File: src/smcs_pkg.sv
// Constants and types of the fsm clock and config sequencer controller
// Notes on behaviour
// - After power-on write 127=0x0003, 6=0x0100, 127=0x0000, then the rest.
// - Internal mode waits for lock; external mode runs clock setup before offset correction.
// - External divider is written before the external LO is supplied.
// - Divider enable set to 3 only once a valid external LO is present.
// - Clock source select set to 1 after the divider enable.
// - Wait 100 us after selecting the external clock before offset correction.
// - Fsm clock kept between 1 or 10 MHz and 200 MHz, ideally 100 MHz.
// - Second-stage divider input kept below 1.4 GHz.
// - Offset clock is fsm clock over twice the divider; keep 0.5 to 2 MHz.
// - Pulse offset machine reset, bit 8 of register 126, on LO change.
// - After offset correction stop the clock: clear 2 bit 10, or enable to 0.
// - Pull-up enable, strength and amp bias follow the common mode voltage table.
package smcs_pkg;
	localparam int CLK_MHZ = 10;
	localparam int SETTLE_US = 100;
	localparam int SETTLE_CYC = SETTLE_US * CLK_MHZ;
	localparam int WORD_W = 24;
	localparam int DATA_W = 16;
	// ----------------------------------------
	// Device register addresses
	// ----------------------------------------
	localparam logic [6:0] DA_TEST = 7'h7f;
	localparam logic [6:0] DA_INIT6 = 7'h06;
	localparam logic [6:0] DA_CLKEN = 7'h02;
	localparam logic [6:0] DA_PULLUP = 7'h4f;
	localparam logic [6:0] DA_LOCTL = 7'h51;
	localparam logic [6:0] DA_EXTDIV = 7'h52;
	localparam logic [6:0] DA_CM = 7'h53;
	localparam logic [6:0] DA_BIAS = 7'h58;
	localparam logic [6:0] DA_GAIN = 7'h5e;
	localparam logic [6:0] DA_TERM = 7'h7b;
	localparam logic [6:0] DA_OFS = 7'h7e;
	localparam logic [15:0] INIT_V0 = 16'h0003;
	localparam logic [15:0] INIT_V1 = 16'h0100;
	localparam logic [15:0] INIT_V2 = 16'h0000;
	localparam logic [15:0] CLKEN_OFF_V = 16'h0000;
	// ----------------------------------------
	// Device field positions and values
	// ----------------------------------------
	localparam int DIVEN_LSB = 6;
	localparam int SEL_BIT = 0;
	localparam int PULLUP_EN_BIT = 6;
	localparam int CM_LSB = 9;
	localparam int STR_LSB = 13;
	localparam int OFS_RST_BIT = 8;
	localparam logic [1:0] DIVEN_ON = 2'h3;
	localparam logic [1:0] DIVEN_OFF = 2'h0;
	// ----------------------------------------
	// Software register map and layout
	// ----------------------------------------
	localparam logic [7:0] SW_CTRL = 8'h00;
	localparam logic [7:0] SW_STATUS = 8'h04;
	localparam logic [7:0] SW_EXTDIV = 8'h08;
	localparam logic [7:0] SW_GAIN = 8'h0c;
	localparam logic [7:0] SW_ANALOG = 8'h10;
	localparam logic [7:0] SW_RAW = 8'h14;
	localparam logic [7:0] SW_RDATA = 8'h18;
	localparam int CTRL_GO_BIT = 0;
	localparam int CTRL_EXT_BIT = 1;
	localparam int AN_CMSEL_LSB = 2;
	localparam int AN_LVL_LSB = 6;
	localparam int AN_DIV_LSB = 9;
	localparam logic [16:0] ANALOG_RST = 17'h00200;
	localparam logic [15:0] REG16_RST = 16'h0000;
	typedef enum logic [3:0] {ST_IDLE, ST_INIT, ST_CONFIG, ST_LOCK_WAIT, ST_LO_WAIT, ST_DIV_EN,
		ST_SEL, ST_SETTLE, ST_OFS, ST_OFS_RUN, ST_CLK_OFF, ST_RAW} smcs_state_t;
endpackage

File: src/smcs_spi_if.sv
// Handshake between the sequencer and the serial shifter
`timescale 1ns/100ps
interface smcs_spi_if;
	logic start;
	logic [23:0] word;
	logic busy;
	logic done;
	logic [15:0] rdata;
	modport ctrl(output start, output word, input busy, input done, input rdata);
	modport shft(input start, input word, output busy, output done, output rdata);
endinterface

File: src/smcs_spi_shifter.sv
// Serial shifter: one 24-bit frame, sclk at half the system clock
`timescale 1ns/100ps
module smcs_spi_shifter
	import smcs_pkg::*;
(
	input wire logic i_clk,
	input wire logic i_rst,
	smcs_spi_if.shft bus,
	input wire logic i_muxout,
	output logic o_sck,
	output logic o_sdi,
	output logic o_cs_n
);
	logic [23:0] sh_reg;
	logic [4:0] cnt_reg;
	logic phase_reg;
	logic cs_n_reg;
	logic done_reg;
	logic [15:0] rd_reg;

	always_ff @(posedge i_clk)
	begin
		if (i_rst)
		begin
			sh_reg <= 24'h000000;
			cnt_reg <= 5'h00;
			phase_reg <= 1'b0;
			cs_n_reg <= 1'b1;
			done_reg <= 1'b0;
		end
		else
		begin
			done_reg <= 1'b0;
			if (cs_n_reg && bus.start)
			begin
				cs_n_reg <= 1'b0;
				sh_reg <= bus.word;
				cnt_reg <= 5'h17;
			end
			else if (!cs_n_reg && !phase_reg)
				phase_reg <= 1'b1;
			else if (!cs_n_reg)
			begin
				phase_reg <= 1'b0;
				if (cnt_reg == 5'h00)
				begin
					cs_n_reg <= 1'b1;
					done_reg <= 1'b1;
				end
				else
				begin
					cnt_reg <= cnt_reg - 5'h01;
					sh_reg <= {sh_reg[22:0], 1'b0};
				end
			end
		end
	end

	// Readback bit is sampled at the falling sclk edge
	always_ff @(posedge i_clk)
	begin
		if (i_rst)
			rd_reg <= 16'h0000;
		else if (!cs_n_reg && phase_reg)
			rd_reg <= {rd_reg[14:0], i_muxout};
	end

	assign o_sck = phase_reg;
	assign o_sdi = sh_reg[23];
	assign o_cs_n = cs_n_reg;
	assign bus.busy = !cs_n_reg;
	assign bus.done = done_reg;
	assign bus.rdata = rd_reg;
endmodule

File: src/smcs_top.sv
// Host-side sequencer that configures the mixer and runs its clock setup
`timescale 1ns/100ps
module smcs_top
	import smcs_pkg::*;
#(
	parameter int OFS_RUN_CYC = 1000
)
(
	input wire logic i_clk,
	input wire logic i_rst,
	input wire logic [7:0] i_addr,
	input wire logic [31:0] i_wdata,
	input wire logic i_wr,
	input wire logic i_rd,
	output logic [31:0] o_rdata,
	input wire logic i_muxout,
	output logic o_sck,
	output logic o_sdi,
	output logic o_cs_n,
	input wire logic i_pll_locked,
	input wire logic i_ext_lo_valid,
	output logic o_ext_lo_supply_en,
	output logic o_busy
);
	// ----------------------------------------
	// Helpers
	// ----------------------------------------
	// serial word layout
	function automatic logic [23:0] dev_word(input logic [6:0] a, input logic [15:0] d);
		dev_word = {1'b0, a, d};
	endfunction

	function automatic logic [15:0] lo_ctl(input logic sel, input logic [1:0] en);
		lo_ctl = (16'(en) << DIVEN_LSB) | (16'(sel) << SEL_BIT);
	endfunction

	// Returns {pull-up enable, strength, amp bias} for a common mode level code
	function automatic logic [5:0] pull_cfg(input logic [2:0] lvl);
		case (lvl)
			3'h0: pull_cfg = {1'b1, 3'h7, 2'h0};
			3'h1: pull_cfg = {1'b1, 3'h3, 2'h0};
			3'h2: pull_cfg = {1'b1, 3'h1, 2'h0};
			3'h3: pull_cfg = {1'b0, 3'h0, 2'h0};
			default: pull_cfg = {1'b0, 3'h0, 2'h3};
		endcase
	endfunction

	smcs_spi_if spi();

	smcs_spi_shifter u_shift (
		.i_clk(i_clk),
		.i_rst(i_rst),
		.bus(spi.shft),
		.i_muxout(i_muxout),
		.o_sck(o_sck),
		.o_sdi(o_sdi),
		.o_cs_n(o_cs_n)
	);

	smcs_state_t state_reg;
	logic [2:0] step_reg;
	logic sent_reg;
	logic [15:0] wait_cnt_reg;
	logic ext_mode_reg;
	logic done_reg;
	logic supply_reg;
	logic [15:0] extdiv_reg;
	logic [15:0] gain_reg;
	logic [16:0] analog_reg;
	logic [23:0] raw_reg;
	logic [15:0] rback_reg;
	logic [31:0] rdata_reg;
	logic [23:0] cur_word;
	logic is_xfer;
	logic [2:0] last_step;
	logic [5:0] pcfg;
	logic start_cmd;
	logic raw_cmd;
	logic idle;

	// ----------------------------------------
	// Software port
	// ----------------------------------------
	assign idle = (state_reg == ST_IDLE);
	assign start_cmd = i_wr && (i_addr == SW_CTRL) && i_wdata[CTRL_GO_BIT] && idle;
	assign raw_cmd = i_wr && (i_addr == SW_RAW) && idle;

	always_ff @(posedge i_clk)
	begin
		if (i_rst)
		begin
			extdiv_reg <= REG16_RST;
			gain_reg <= REG16_RST;
			analog_reg <= ANALOG_RST;
			raw_reg <= 24'h000000;
		end
		else if (i_wr)
		begin
			case (i_addr)
				// software divider codes
				// Software picks codes that keep both clocks in range; no LO rate is known here
				SW_EXTDIV: extdiv_reg <= i_wdata[15:0];
				SW_GAIN: gain_reg <= i_wdata[15:0];
				SW_ANALOG: analog_reg <= i_wdata[16:0];
				SW_RAW: if (idle) raw_reg <= i_wdata[23:0];
				default: ;
			endcase
		end
	end

	// Read data stands for exactly the cycle after the strobe
	always_ff @(posedge i_clk)
	begin
		if (i_rst)
			rdata_reg <= 32'h00000000;
		else if (i_rd)
		begin
			case (i_addr)
				SW_CTRL: rdata_reg <= {30'h0, ext_mode_reg, 1'b0};
				SW_STATUS: rdata_reg <= {24'h0, state_reg, 1'b0, supply_reg, done_reg, !idle};
				SW_EXTDIV: rdata_reg <= {16'h0, extdiv_reg};
				SW_GAIN: rdata_reg <= {16'h0, gain_reg};
				SW_ANALOG: rdata_reg <= {15'h0, analog_reg};
				SW_RAW: rdata_reg <= {8'h0, raw_reg};
				SW_RDATA: rdata_reg <= {16'h0, rback_reg};
				default: rdata_reg <= 32'h00000000;
			endcase
		end
		else
			rdata_reg <= 32'h00000000;
	end

	assign o_rdata = rdata_reg;
	assign o_busy = !idle;

	// ----------------------------------------
	// Word selection
	// ----------------------------------------
	assign pcfg = pull_cfg(analog_reg[AN_LVL_LSB +: 3]);

	always_comb
	begin
		cur_word = 24'h000000;
		is_xfer = 1'b1;
		last_step = 3'h0;
		case (state_reg)
			ST_INIT:
			begin
				last_step = 3'h2;
				case (step_reg)
					3'h0: cur_word = dev_word(DA_TEST, INIT_V0);
					3'h1: cur_word = dev_word(DA_INIT6, INIT_V1);
					default: cur_word = dev_word(DA_TEST, INIT_V2);
				endcase
			end
			ST_CONFIG:
			begin
				last_step = 3'h6;
				case (step_reg)
					3'h0: cur_word = dev_word(DA_EXTDIV, extdiv_reg);
					3'h1: cur_word = dev_word(DA_GAIN, gain_reg);
					3'h2: cur_word = dev_word(DA_TERM, {14'h0, analog_reg[1:0]});
					3'h3: cur_word = dev_word(DA_PULLUP, 16'(pcfg[5]) << PULLUP_EN_BIT);
					3'h4: cur_word = dev_word(DA_CM, (16'(pcfg[4:2]) << STR_LSB)
						| (16'(analog_reg[AN_CMSEL_LSB +: 4]) << CM_LSB));
					3'h5: cur_word = dev_word(DA_BIAS, {14'h0, pcfg[1:0]});
					default: cur_word = dev_word(DA_OFS, {8'h0, analog_reg[AN_DIV_LSB +: 8]});
				endcase
			end
			ST_DIV_EN: cur_word = dev_word(DA_LOCTL, lo_ctl(1'b0, DIVEN_ON));
			ST_SEL: cur_word = dev_word(DA_LOCTL, lo_ctl(1'b1, DIVEN_ON));
			ST_OFS:
			begin
				last_step = 3'h1;
				if (step_reg == 3'h0)
					cur_word = dev_word(DA_OFS, (16'h0001 << OFS_RST_BIT)
						| {8'h0, analog_reg[AN_DIV_LSB +: 8]});
				else
					cur_word = dev_word(DA_OFS, {8'h0, analog_reg[AN_DIV_LSB +: 8]});
			end
			ST_CLK_OFF:
			begin
				if (ext_mode_reg)
					cur_word = dev_word(DA_LOCTL, lo_ctl(1'b1, DIVEN_OFF));
				else
					cur_word = dev_word(DA_CLKEN, CLKEN_OFF_V);
			end
			ST_RAW: cur_word = raw_reg;
			default: is_xfer = 1'b0;
		endcase
	end

	assign spi.word = cur_word;
	assign spi.start = is_xfer && !sent_reg && !spi.busy;

	always_ff @(posedge i_clk)
	begin
		if (i_rst)
			sent_reg <= 1'b0;
		else if (spi.done)
			sent_reg <= 1'b0;
		else if (spi.start)
			sent_reg <= 1'b1;
	end

	// ----------------------------------------
	// Sequencer
	// ----------------------------------------
	always_ff @(posedge i_clk)
	begin
		if (i_rst)
		begin
			state_reg <= ST_IDLE;
			step_reg <= 3'h0;
			ext_mode_reg <= 1'b0;
		end
		else
		begin
			case (state_reg)
				ST_IDLE:
				begin
					step_reg <= 3'h0;
					if (start_cmd)
					begin
						ext_mode_reg <= i_wdata[CTRL_EXT_BIT];
						state_reg <= ST_INIT;
					end
					else if (raw_cmd)
						state_reg <= ST_RAW;
				end
				ST_LOCK_WAIT: if (i_pll_locked) state_reg <= ST_OFS;
				ST_LO_WAIT: if (i_ext_lo_valid) state_reg <= ST_DIV_EN;
				ST_SETTLE:
				begin
					if (wait_cnt_reg == 16'(SETTLE_CYC - 1))
						state_reg <= ST_OFS;
				end
				ST_OFS_RUN:
					if (wait_cnt_reg == 16'(OFS_RUN_CYC - 1))
						state_reg <= ST_CLK_OFF;
				default:
				begin
					if (spi.done && step_reg != last_step)
						step_reg <= step_reg + 3'h1;
					else if (spi.done)
					begin
						step_reg <= 3'h0;
						case (state_reg)
							ST_INIT: state_reg <= ST_CONFIG;
							ST_CONFIG: state_reg <= ext_mode_reg ? ST_LO_WAIT : ST_LOCK_WAIT;
							ST_DIV_EN: state_reg <= ST_SEL;
							ST_SEL: state_reg <= ST_SETTLE;
							ST_OFS: state_reg <= ST_OFS_RUN;
							default: state_reg <= ST_IDLE;
						endcase
					end
				end
			endcase
		end
	end

	always_ff @(posedge i_clk)
	begin
		if (i_rst)
			wait_cnt_reg <= 16'h0000;
		else if (state_reg == ST_SETTLE || state_reg == ST_OFS_RUN)
			wait_cnt_reg <= wait_cnt_reg + 16'h0001;
		else
			wait_cnt_reg <= 16'h0000;
	end

	// Done set by the final clock-off write wins over a clear
	always_ff @(posedge i_clk)
	begin
		if (i_rst)
			done_reg <= 1'b0;
		else if (state_reg == ST_CLK_OFF && spi.done)
			done_reg <= 1'b1;
		else if (start_cmd)
			done_reg <= 1'b0;
	end

	always_ff @(posedge i_clk)
	begin
		if (i_rst)
			supply_reg <= 1'b0;
		else if (state_reg == ST_CONFIG && spi.done && step_reg == 3'h0)
			supply_reg <= ext_mode_reg;
		else if (start_cmd)
			supply_reg <= 1'b0;
	end

	assign o_ext_lo_supply_en = supply_reg;

	always_ff @(posedge i_clk)
	begin
		if (i_rst)
			rback_reg <= 16'h0000;
		else if (state_reg == ST_RAW && spi.done)
			rback_reg <= spi.rdata;
	end
endmodule

File: config.mk
export PLATFORM = sky130hd
export DESIGN_NAME = smcs_top
export DESIGN_NICKNAME = d
export VERILOG_FILES = /design/src/smcs_pkg.sv /design/src/smcs_spi_if.sv /design/src/smcs_spi_shifter.sv /design/src/smcs_top.sv
export SDC_FILE = /design/constraint.sdc
export NUM_CORES = 1
export LEC_CHECK = 0
export BUFFER_PORTS_ARGS = -buffer_cell sky130_fd_sc_hd__buf_4
export CORE_MARGIN = 2
export CORE_UTILIZATION = 64
export DETAILED_ROUTE_END_ITERATION = 8
export GPL_TIMING_DRIVEN = 1
export HOLD_SLACK_MARGIN = 0.12
export PLACE_DENSITY_LB_ADDON = 0.12
export REMOVE_ABC_BUFFERS = 1
export SKIP_LAST_GASP = 1
export SLEW_MARGIN = 15
export SYNTH_ARGS = -nofsm -noshare
export SYNTH_HDL_FRONTEND = slang
export SYNTH_SLANG_ARGS = --single-unit
File: constraint.sdc
create_clock -name i_clk -period 4.5 [get_ports i_clk]
set_input_delay 0.45 -clock i_clk [delete_from_list [all_inputs] [get_ports i_clk]]
set_output_delay 0.45 -clock i_clk [all_outputs]
set_load 0.1 [all_outputs]
==> results.md <==
- The largest area contributor in the netlist is dfxtp_1.
- The leading cell type by number of instances after synthesis is dfxtp_1.
- The peak ir drop on the vdd network is between 0.0003 and 0.0004 V.
- STA classifies the critical path startpoint as a register.
- The multi-input combinational cell area is 0.00498 sq mm.
- Summed over all failing endpoints, the final setup total negative slack is 0 ns.
- The latest clock arrival within the worst-skew pair is about 0.45 ns.
- The placed wire-length estimate after detailed placement is 17500 um.
- The power per cell area is 476 mW/mm^2.
- The final routed wire length divided by cell count is 19.9 um.
- The final layout net count is 1180.
- The width of the die is between 100 and 150 um.
- The number of fillers in the final layout is 1111.
- The most critical setup path has its startpoint at step_reg[0].
- The normalized max-slew margin is between 10% and 20%.
- The worst setup path is of the reg2reg kind.
- Summing all non-filler instances in the final layout gives an area of 0.0103 sq mm.
- The distinct cell type count of the synthesized netlist is slightly above 80.
- The signal on the critical path passes through inv_1 -> ha_1 -> or2_1 -> o311ai_0 -> a21oi_1 -> a2111oi_0 -> a2111oi_0.
- Once the floorplan was initialized, standard cells occupied 65.8% of the core.
- The final max-slew violation count is 0.
- The TritonCTS clock tree is built.
- The number of enable-type register cells in the synthesized netlist is 0.
- In this run the count of I/O pins placed on the die edge is 84.
- By area the synthesized netlist is led by dfxtp_1, nand2_1, a21oi_1.
- The total via count after detailed routing is between 8000 and 9000.
- For this design the static power due to leakage is 3.83 nW.
- The class of the most critical hold timing path is in2reg.
- The count of antenna-violating nets left after detailed routing is 0.
- The worst path buffer plus inverter count is 1.
- Counting instances, the worst hold path has a depth of 3.
- Dividing the detail-routed via count by the number of cells gives 6.54.
- The number of I/O port buffers is 67.
- The flow ran to the end, and the final reports show no timing, DRC or antenna violations.
- The detailed-route wire length is 26300 um.
- For this block, the initial DRC count from the detailed router was 1160.
- The actual slew at the worst max-slew pin is 1.23 ns.
- In the synthesized netlist, the cells that appear most often are dfxtp_1, nand2_1, a21oi_1.
- The maximum level of the CTS H-tree is 4.
- The first detailed-routing pass took 6 iterations.
- The required time of the critical path is 4.79 ns.
- The clock root buffer is clkbuf_16.
- Between clock sinks in the finished design, the worst skew comes to 0.0177 ns.
- Buffers inserted during clock tree synthesis total 17.
- The post-synthesis async set-or-reset flop share is 0%.
- The worst setup path is captured at a register.
- In this run the mean area of a mapped cell was 8.30 sq um.
- In this design, the critical path's most frequently occurring cell is a2111oi_0.
- The fraction of the cycle the final worst path needs is 66.7%.
- Cells with a size suffix above 1 make up 12.3% of the layout.
- The tree built by TritonCTS fans out to 188 sinks.
- The mapped netlist covers 0.00917 sq mm.
- The count of cells in the finished layout, fillers not included, comes to 1318.
- The cell depth of the worst flop-to-flop path is 7.
- The sequential fraction of the synthesis area is 41.1%.
- The number of antenna violations at the first check in global routing is 0.
- The count of endpoints failing hold in the final timing report is 0.
- The largest single stage delay on the critical path is 0.60 ns.
- The via count of the first global-routing pass is 7906.
- Clock-pin slew was measured on the worst setup and hold paths at 0.08 ns.
- The Yosys step of the flow raised 0 warnings.
- The deepest clock path buffer count is 2.
- Setup violations remaining at the end of the flow were counted as 0.
- The area overhead of the layout relative to synthesis is 12.2%.
- The quantity of gates resized following cts is 0.
- The total die area is 0.0153 sq mm.
- The flip-flop and latch area is about 0.0038 sq mm.
- The post-route minimum period is approximately 3.0 ns.
- In the routed design, unresolved DRC markers number 0.
- The startpoint identified for the worst hold timing path is i_muxout.
- The pin count of the biggest net entering global routing is slightly below 50.
- The standard cell area after detailed placement is 0.00967 sq mm.
- In this run the worst path has a maximum fanout of 22.
- The post-CTS setup-driven buffer insertion count is 0.
- The category of cells accounting for the largest share of critical-path delay is compound AO/OA/AOI/OAI gates.
- The arrival time at the worst endpoint is 3.29 ns.
- The share of Yosys cell area claimed by the top area cell type is 41.1%.
- The cell with the biggest individual delay on the critical path is a2111oi_0.
- The total area inside the core boundary comes to approximately 0.014 sq mm.
- The instance count after placement with tap cells included is ~1300.
- The number of core rows is 43.
- The critical path depth is 7.
- The number of standard cells after synthesis is 1104.
- Setup repair after global routing left no endpoint under its margin.
- The die extent in y is about 120 um.
- The dominant synthesized flop cell is dfxtp_1.
- Routability-driven placement finished with a final weighted congestion of 0.944.
- The hold buffer count at CTS is 0.
- The startpoint of the worst-slack reg-to-reg timing path is step_reg[0].
- The number of violations of the max-capacitance limit is 0.
- The count of inserted antenna diode cells is 0.
- The count of state elements after synthesis is 188.
- The overflow left after global routing is 0.
- The total global-route track usage is between 30% and 40%.
- The first-pass GRT wire length is around 41000 um.
- Derived from the worst setup path, the maximum achievable clock frequency is 0.333 GHz.
where the power goes:
part	total, mW	switching, mW	internal, mW
combinational	1.44	0.949	0.489
clock	1.59	0.735	0.850
sequential	1.87	0.107	1.77
total	4.90	1.79	3.10
metal layers:
metal	global-route usage, %	share of wire (%)	up-vias
li1	-	-	4001
met1	45.0	41	4085
met2	55.8	46	460
met3	8.06	9.2	79
met4	16.2	3.8	0
met5	0	0	-
layout by cell type (no fill, tap or decap), types with 6 or more instances in the layout:
cell type	instances
and2_1	13
nand3_1	52
nor2_1	92
dfxtp_1	188
nand2b_1	17
a21oi_1	108
clkbuf_16	17
a2111oi_0	6
mux2i_1	46
a22o_1	21
a221o_1	7
a22oi_1	15
a222oi_1	11
o2bb2ai_1	6
nor3_1	15
nand4_1	13
or3_1	6
ha_1	8
o22ai_1	6
a32o_1	22
buf_4	84
and3_1	12
inv_1	16
nor2b_1	16
xor2_1	9
nand2_1	181
o21ai_0	18
conb_1	8
xnor2_1	8
per-stage QoR:
stage | total power [mW] | hold WS, ns | utilization (%) | worst slack, ns
after floorplan | 2.87 | 0.424 | - | 1.78
after global placement | 3.27 | 0.435 | 69.4 | 1.47
after detailed placement | 3.30 | 0.442 | 69.4 | 1.38
after CTS | 4.86 | 0.239 | 73.8 | 1.51
after global routing | 5.08 | 0.242 | 73.8 | 1.31
final | 4.90 | 0.238 | 73.8 | 1.50
path summary, 6_finish.rpt:
kind / slack [ns] / end
worst max-delay path: 1.50 / u_shift.sh_reg[8]
worst min-delay path: 0.24 / u_shift.bus.rdata[0]
worst min register to register: 0.45 / rback_reg[15]
worst max register to register: 1.50 / u_shift.sh_reg[8]
cell type report:
type | count | share of cell area [%]
clock buffers | 17 | 4.14
clock inverters | 15 | 1.90
inverters | 17 | 0.620
multi-input cells | 817 | 48.4
flip-flops and latches | 188 | 36.6
well taps | 180 | 2.19
repair buffers | 84 | 6.13
logic make-up (layout without fill, tap and decap cells):
group                      after synthesis  in the layout  share of synthesized area, %
other                                    1              8                        0.0409
buffers and inverters                  106            133                          4.97
muxes                                   49             49                          5.51
adders and majority gates                8              8                          1.09
AOI/OAI and AO/OA                      281            281                          21.7
xor gates and xnor gates                17             17                          1.62
and+or+nand+nor                        454            454                          24.0
DFF                                    188            188                          41.1
worst reg2reg max path: stages, from the launching register on:
cell       delay [ns]
dfxtp_1          0.48
inv_1            0.15
ha_1             0.54
or2_1            0.45
o311ai_0         0.36
a21oi_1          0.11
a2111oi_0        0.60
a2111oi_0        0.15
(Power assumes the default switching activity.)
